**src/design/pmsar_pkg.sv**
```systemverilog
// Purpose: Shared constants and types for the PHY management register view
// Assumes: Two copper ports, registers reached over the MII management pins
// Notes:   Bit positions are those of the 16-bit management words
package pmsar_pkg;
  localparam int         PORTS      = 2;
  // Port addresses and register numbers
  localparam logic [4:0] PHY_P1     = 5'h01;
  localparam logic [4:0] PHY_P2     = 5'h02;
  localparam logic [4:0] REG_STATUS = 5'h01;
  localparam logic [4:0] REG_ID_HI  = 5'h02;
  localparam logic [4:0] REG_ID_LO  = 5'h03;
  localparam logic [4:0] REG_ADV    = 5'h04;
  localparam logic [4:0] REG_LPA    = 5'h05;
  // Basic status word fields
  localparam int ST_100F    = 14;
  localparam int ST_100H    = 13;
  localparam int ST_10F     = 12;
  localparam int ST_10H     = 11;
  localparam int ST_AN_DONE = 5;
  localparam int ST_FEF     = 4;
  localparam int ST_AN_CAP  = 3;
  localparam int ST_LINK    = 2;
  localparam int ST_EXT     = 0;
  // Advertisement and partner ability fields
  localparam int AB_PAUSE   = 10;
  localparam int AB_100F    = 8;
  localparam int AB_10H     = 5;
  localparam logic [4:0] ADV_SELECTOR = 5'h01;
  localparam logic [4:0] ADV_RESET    = 5'h1f;
  // Frame layout
  localparam logic [5:0] PRE_LEN  = 6'h20;
  localparam logic [5:0] HDR_LAST = 6'h0b;
  localparam logic [5:0] DAT_LAST = 6'h0f;
  localparam logic [1:0] OP_RD    = 2'h2;
  localparam logic [1:0] OP_WR    = 2'h1;

  // Same bit order as the switch-side control bits 4..0
  typedef struct packed {
    logic pause;
    logic f100;
    logic h100;
    logic f10;
    logic h10;
  } pmsar_abil_t;

  typedef struct packed {
    logic        link_up;
    logic        an_done;
    logic        an_enable;
    pmsar_abil_t partner;
  } pmsar_port_st_t;

  typedef enum logic [2:0] {
    S_PRE, S_ST, S_HDR, S_TA, S_RD, S_WR
  } pmsar_state_t;

  typedef struct packed {
    logic [1:0]   mdc_s;
    logic [1:0]   mdio_s;
    logic         mdc_prev;
    pmsar_state_t st;
    logic [5:0]   cnt;
    logic [11:0]  hdr;
    logic [15:0]  data;
    logic         out;
    logic         oe;
    pmsar_abil_t  adv1;
    pmsar_abil_t  adv2;
  } pmsar_regs_t;
endpackage

```
**src/design/pmsar_regs.sv**
```systemverilog
// Purpose: Management register view of two PHY ports, served over MDC/MDIO
// Assumes: MDC well below clock/4; switch-side inputs are on this clock
// Notes:   Advertisement bits are the switch-side control storage itself
// What this block does
// - Status bit 11, 10 Mb/s half-duplex capable, is constant 1.
// - Status bit 5 shows negotiation done; resets to 0.
// - Status bit 4 shows far-end fault, port 1 only.
// - Status bit 3 follows the port's negotiation enable setting.
// - Status bit 2 shows link up; resets to 0.
// - Link status equals the switch-side link state of each port.
// - Status bit 0 always reads 0, no extended registers.
// - Fixed identifier: high half at register 2, low at 3.
// - Advertisement at register 4 under port addresses 1 and 2.
// - Advertisement bit 10, pause, writable, resets to 1.
// - Advertisement bit 8, 100 full, writable, resets to 1.
// - Advertisement bit 7, 100 half, writable, resets to 1.
// - Advertisement bit 6, 10 full, writable, resets to 1.
// - Advertisement bit 5, 10 half, writable, resets to 1.
// - Advertisement bits share storage with switch-side control bits 4..0.
// - Partner word at register 5; bits 15 to 13 read 0.
// - Status bit 14, 100 Mb/s full-duplex capable, is constant 1.
`timescale 1ns/10ps
module pmsar_regs
  import pmsar_pkg::*;
#(
  parameter logic [15:0] ID_HIGH = 16'h1a2b,  // Arbitrary value
  parameter logic [15:0] ID_LOW  = 16'h3c4d   // Arbitrary value
) (
  // Clock and reset
  input  wire logic           clock,
  input  wire logic           rst_n,
  input  wire logic           clk_en,
  // Management pins
  input  wire logic           mdc,
  input  wire logic           mdio_i,
  output logic                mdio_o,
  output logic                mdio_oe,
  // Switch-side port status
  input  pmsar_port_st_t      port1_st,
  input  pmsar_port_st_t      port2_st,
  input  wire logic           far_end_fault,
  // Switch-side access to the advertisement storage
  input  wire logic [1:0]     sw_adv_we,
  input  pmsar_abil_t         sw_adv_wdata,
  output pmsar_abil_t         adv1,
  output pmsar_abil_t         adv2
);

  pmsar_regs_t q, d;

  logic mdc_rise;
  logic bit_in;
  logic hit;
  logic is_rd;
  logic port2;
  logic ld;
  logic commit;

  function automatic logic [15:0] ab_word(input pmsar_abil_t a);
    logic [15:0] w;
    w = '0;  // Reserved, next page, ack, remote fault stay 0
    w[AB_PAUSE] = a.pause;
    w[AB_100F:AB_10H] = {a.f100, a.h100, a.f10, a.h10};
    return w;
  endfunction

  function automatic logic [15:0] rd_word(input logic [4:0] rn,
                                          input logic p2,
                                          input pmsar_port_st_t s,
                                          input pmsar_abil_t a,
                                          input logic fef);
    logic [15:0] w;
    w = '0;
    case (rn)
      REG_STATUS: begin
        w[ST_100F]    = 1'b1;
        w[ST_100H]    = 1'b1;
        w[ST_10F]     = 1'b1;
        w[ST_10H]     = 1'b1;
        w[ST_AN_DONE] = s.an_done;
        w[ST_FEF]     = fef & ~p2;
        w[ST_AN_CAP]  = s.an_enable;
        w[ST_LINK]    = s.link_up;
        w[ST_EXT]     = 1'b0;
      end
      REG_ID_HI: w = ID_HIGH;
      REG_ID_LO: w = ID_LOW;
      REG_ADV: begin
        w = ab_word(a);
        w[4:0] = ADV_SELECTOR;
      end
      REG_LPA: w = ab_word(s.partner);
      default: w = '0;
    endcase
    return w;
  endfunction

  assign mdc_rise = q.mdc_s[1] & ~q.mdc_prev;
  assign bit_in   = q.mdio_s[1];
  assign is_rd    = (q.hdr[11:10] == OP_RD);
  assign port2    = (q.hdr[9:5] == PHY_P2);
  // Only registers 1..5 of ports 1 and 2 answer
  assign hit = ((q.hdr[9:5] == PHY_P1) || port2) &&
               (q.hdr[4:0] >= REG_STATUS) && (q.hdr[4:0] <= REG_LPA);
  assign ld     = mdc_rise && (q.st == S_TA) && (q.cnt == 6'h01) &&
                  is_rd && hit;
  assign commit = mdc_rise && (q.st == S_WR) && (q.cnt == DAT_LAST) &&
                  (q.hdr[11:10] == OP_WR) && hit &&
                  (q.hdr[4:0] == REG_ADV);

  always_comb begin
    d = q;
    d.mdc_s    = {q.mdc_s[0], mdc};
    d.mdio_s   = {q.mdio_s[0], mdio_i};
    d.mdc_prev = q.mdc_s[1];
    // Switch side writes first so a management write in the same cycle wins
    if (sw_adv_we[0]) begin
      d.adv1 = sw_adv_wdata;
    end
    if (sw_adv_we[1]) begin
      d.adv2 = sw_adv_wdata;
    end
    if (mdc_rise) begin
      case (q.st)
        S_PRE: begin
          if (bit_in) begin
            d.cnt = (q.cnt == PRE_LEN) ? q.cnt : q.cnt + 6'h01;
          end else begin
            d.st  = (q.cnt == PRE_LEN) ? S_ST : S_PRE;
            d.cnt = '0;
          end
        end
        S_ST: begin
          d.st  = bit_in ? S_HDR : S_PRE;
          d.cnt = '0;
        end
        S_HDR: begin
          d.hdr = {q.hdr[10:0], bit_in};
          d.cnt = q.cnt + 6'h01;
          if (q.cnt == HDR_LAST) begin
            d.st  = S_TA;
            d.cnt = '0;
          end
        end
        S_TA: begin
          d.cnt = q.cnt + 6'h01;
          if (q.cnt == 6'h00 && is_rd && hit) begin
            d.oe  = 1'b1;   // Drive the turnaround zero
            d.out = 1'b0;
          end
          if (q.cnt == 6'h01) begin
            d.cnt = '0;
            if (ld) begin
              d.data = rd_word(q.hdr[4:0], port2,
                               port2 ? port2_st : port1_st,
                               port2 ? q.adv2 : q.adv1,
                               far_end_fault);
              d.out  = d.data[15];
              d.st   = S_RD;
            end else begin
              // Unanswered reads simply fall back to preamble hunting
              d.st = is_rd ? S_PRE : S_WR;
            end
          end
        end
        S_RD: begin
          d.cnt  = q.cnt + 6'h01;
          d.data = {q.data[14:0], 1'b0};
          d.out  = q.data[14];
          if (q.cnt == DAT_LAST) begin
            d.oe  = 1'b0;
            d.out = 1'b0;
            d.st  = S_PRE;
            d.cnt = '0;
          end
        end
        S_WR: begin
          d.cnt  = q.cnt + 6'h01;
          d.data = {q.data[14:0], bit_in};
          if (q.cnt == DAT_LAST) begin
            d.st  = S_PRE;
            d.cnt = '0;
          end
          if (commit) begin
            // Only the five ability bits take a write
            d.adv2 = port2 ? {q.data[AB_PAUSE - 1],
                              q.data[AB_100F - 1:AB_10H - 1]}
                           : d.adv2;
            d.adv1 = port2 ? d.adv1
                           : {q.data[AB_PAUSE - 1],
                              q.data[AB_100F - 1:AB_10H - 1]};
          end
        end
        default: begin
          d.st  = S_PRE;
          d.cnt = '0;
          d.oe  = 1'b0;
        end
      endcase
    end
  end

  always_ff @(posedge clock or negedge rst_n) begin
    if (!rst_n) begin
      q      <= '0;
      q.st   <= S_PRE;
      q.adv1 <= ADV_RESET;
      q.adv2 <= ADV_RESET;
    end else if (clk_en) begin
      q <= d;
    end
  end

  assign mdio_o  = q.out;
  assign mdio_oe = q.oe;
  assign adv1    = q.adv1;
  assign adv2    = q.adv2;

  // Checks
  logic [4:0] ld_reg;
  assign ld_reg = q.hdr[4:0];
endmodule

```
**config.mk**
```make
export PLATFORM = sky130hd
export DESIGN_NAME = pmsar_regs
export DESIGN_NICKNAME = d
export VERILOG_FILES = /design/src/design/pmsar_pkg.sv /design/src/design/pmsar_regs.sv
export SDC_FILE = /design/constraint.sdc
export NUM_CORES = 1
export LEC_CHECK = 0
export BUFFER_PORTS_ARGS = -buffer_cell sky130_fd_sc_hd__buf_4
export CORE_AREA = 2 2 96 98
export DETAILED_ROUTE_END_ITERATION = 10
export DIE_AREA = 0 0 98 100
export PLACE_DENSITY = 0.67
export SLEW_MARGIN = 10
export SYNTH_ARGS = -nofsm -noshare
export SYNTH_HDL_FRONTEND = slang
export SYNTH_SLANG_ARGS = --single-unit
export TNS_END_PERCENT = 5
```
**constraint.sdc**
```tcl
create_clock -name clock -period 1.75 [get_ports clock]
set_input_delay 0.35 -clock clock [delete_from_list [all_inputs] [get_ports clock]]
set_output_delay 0.35 -clock clock [all_outputs]
set_load 0.01 [all_outputs]
```
==> results.txt <==
multi-input logic area = 1926 sq um
status = finished, violations left
Place WS = -170.4 ps
worst-case clock skew = 18.63 ps
RSZ-0062 raised after global routing = yes
Tot GR Track Use = 18.61%
design area = 4477 sq um
Worst Path Buf+Inv = 1
Max Used Layer = met4
Synth top area share = 32.32%
H-tree levels = 2
drt first pass iters = 4
nature of the critical path endpoint = flip-flop
DP HPWL = 6.650 mm
Die ar. = 9800 sq um
count of endpoints failing setup in the final report = 25
ys flop type = dfrtp_1
max cap viols = 0
Initial Util = 37.45%
post-route setup slack = -130.0 ps
Seq/Total Area, Yosys = 40.21%
Synth-to-Final Area Change = 34.46%
Largest Register = q
Netlist cell types = 69
Root Driver = clkbuf_8
clk_lat worst skew = 330 ps
power per cell area = 1087 nW/um^2
failing checks = setup timing
Routed WL = 8.956 mm
DRC viols = 0
min-delay worst type = in2async
grt total ovfl = 0
Final period util = 107.4%
slowest stage cell, crit path = dfrtp_1
routability congestion estimate = 0.8504
CP max stage delay = 380 ps
met2 wire length = 4.303 mm
Clock Tree Buf Depth = 2
Largest register FFs = 32
vias per cell = 5.503
pin count of the biggest net entering global routing = 54
commonest cells in the netlist = 43 x dfrtp_1, 29 x nand2_1, 22 x nand3b_1
TritonCTS buffer count = 5
global-route wire length before repair = 14.88 mm
Hold-fix buffers, CTS = 0
Final nets = 469
Starting DRT DRC Count = 130
P_leak = 0.001989 uW
met3 wire length = 436 um
met1 wire length = 4.115 mm
setup_tns = -1159 ps
Wirelength per Cell = 16.31 um
final hold slack = 55.37 ps
sequential power share = 34.6%
post-synth top area cell = dfrtp_1
RR Endpoint = q[46]$_DFFE_PN0P_
CTS tree = done
Post-Syn Area = 3329 sq um
reg2reg setup slack = -130 ps
Die H = 100 um
CP arrival = 2090 ps
Cell Area, Placed = 4245 sq um
yosys warns = 0
Worst-Margin Slew = 710.1 ps
Max Freq = 531.9 MHz
R2R Path Start = q[41]$_DFFE_PN0P_
Crit Path Category = reg2reg
vias in the first global route = 3,050
fillers = 805
Fin. Hold Viols = 0
cell count after synthesis = 345
die width = 98 um
Seq cells post-synth = 53
register area = 1340 sq um
CORE AREA = 8890 sq um
crit-path max FO = 5
synth top area cells = dfrtp_1 32%, dfstp_2 7.9%, mux2_2 5.7%
clk sinks = 53
R2R depth = 7
Peak VDD IR = 0.0005034 V
Row Count = 35
Critical Path RT = 1960 ps
port bufs = 40
fin crit period = 1880 ps
Internal Power = 3032 uW
Reg clk slew, reported paths = 120 ps
net switching power = 1836 uW
count leader, synth = dfrtp_1
async set-reset flop share out of synthesis = 100.0%
Crit path max-delay family = compound AO/OA/AOI/OAI gates
Setup crit start kind = flip-flop
Slew Limit Fails = 0
sw frac = 37.71%
EDFF count, synth = 0
Via Count = 3,021
worst-path cell chain = buf_4, ha_4, nand3_4, o21a_4, a211oi_4, and2_4, mux2_1
Clk network pwr share = 15.2%
Ports = 41
syn nets = 377
Syn Area/Cell = 9.651 sq um
n_diodes = 0
Max-slew headroom = 52.66%
Comb power frac = 50.3%
initial antenna violation count = 0
layout cells sized above 1 = 42.92%
Antenna Nets Post-Route = 0
## how the worst max path moves through the flow
stage / startpoint / endpoint / cells after the start
global route: q[41]$_DFFE_PN0P_ / q[20]$_DFFE_PN0P_ / 8
finish: q[41]$_DFFE_PN0P_ / q[46]$_DFFE_PN0P_ / 7
global placement: q[41]$_DFFE_PN0P_ / q[24]$_DFFE_PN0P_ / 7
CTS: q[41]$_DFFE_PN0P_ / q[46]$_DFFE_PN0P_ / 8
detailed placement: q[41]$_DFFE_PN0P_ / q[24]$_DFFE_PN0P_ / 7
floorplan: q[45]$_DFFE_PN0P_ / q[46]$_DFFE_PN0P_ / 6
## per-layer routing
| metal | global-route usage, % | up-vias |
|---|---|---|
| met3 | 3.273 | 8 |
| met2 | 31.09 | 81 |
| met4 | 4.808 | 0 |
| met5 | 0 | - |
| met1 | 25.21 | 1487 |
| li1 | - | 1445 |
## power by group through the flow
| stage | sequential (uW) | combinational [uW] | clock (uW) |
|---|---|---|---|
| finish | 1680 | 2450 | 739 |
| global route | 1720 | 2660 | 806 |
| CTS | 1680 | 2420 | 755 |
| detailed placement | 1700 | 2350 | 0 |
| global placement | 1690 | 2310 | 0 |
| floorplan | 1710 | 1280 | 0 |
## worst reg2reg max path, delay by kind of cell (launching register included)
kind / cells / cell delay (ps)
flip-flops: 1 / 380
multiplexers: 1 / 310
buffers and inverters: 1 / 140
AO/OA/AOI/OAI: 2 / 480
AND/OR/NAND/NOR: 2 / 310
adder cells (fa/ha/maj): 1 / 150
## cell type report
type | count | area share [%]
clock buffer | 6 | 1.621
clock inverter | 2 | 0.3074
inverter | 19 | 1.593
multi-input combinational | 243 | 43.01
sequential | 53 | 29.93
tap | 111 | 3.102
timing repair buffer | 115 | 20.43
## stage by stage
step                utilization (%)  total power [uW]  cells
finish                        50.36              4867    549
global route                  50.36              5186    549
CTS                           49.58              4852    549
detailed placement            47.76              4050    540
global placement              47.76              3996    540
floorplan                         -              2992    345
## timing repair
action / CTS / global route
pin swaps: 12 / 7
setup endpoints to repair: 35 / 36
resized for setup: 18 / 15
buffers inserted: 1 / 0
## layout by cell type, fill, tap and decap left out, types with 3 or more instances in the layout
master / n
buf_4: 106
dfrtp_1: 42
nand2_1: 29
nand3b_1: 22
inv_1: 17
mux2_2: 15
a21oi_1: 13
nand4_1: 12
o21ai_1: 10
dfstp_2: 10
nand3_1: 9
o21ai_0: 9
o22ai_1: 9
mux2i_1: 7
buf_6: 7
nor3_1: 5
a22o_1: 5
clkbuf_8: 5
nor2_1: 4
nor2b_1: 4
nand2b_1: 4
and3_1: 4
o211ai_1: 4
a211oi_1: 3
or3_4: 3
o22a_1: 3
a21o_1: 3
o22ai_2: 3
## cells by family after synthesis
kind of cell	share of synthesized area, %
DFF	40.21
adders and majority gates	1.128
xor gates and xnor gates	0.2631
muxes	8.192
AOI/OAI and AO/OA	18.75
and+or+nand+nor	24.31
buffers and inverters	7.140
(Power assumes the default switching activity.)
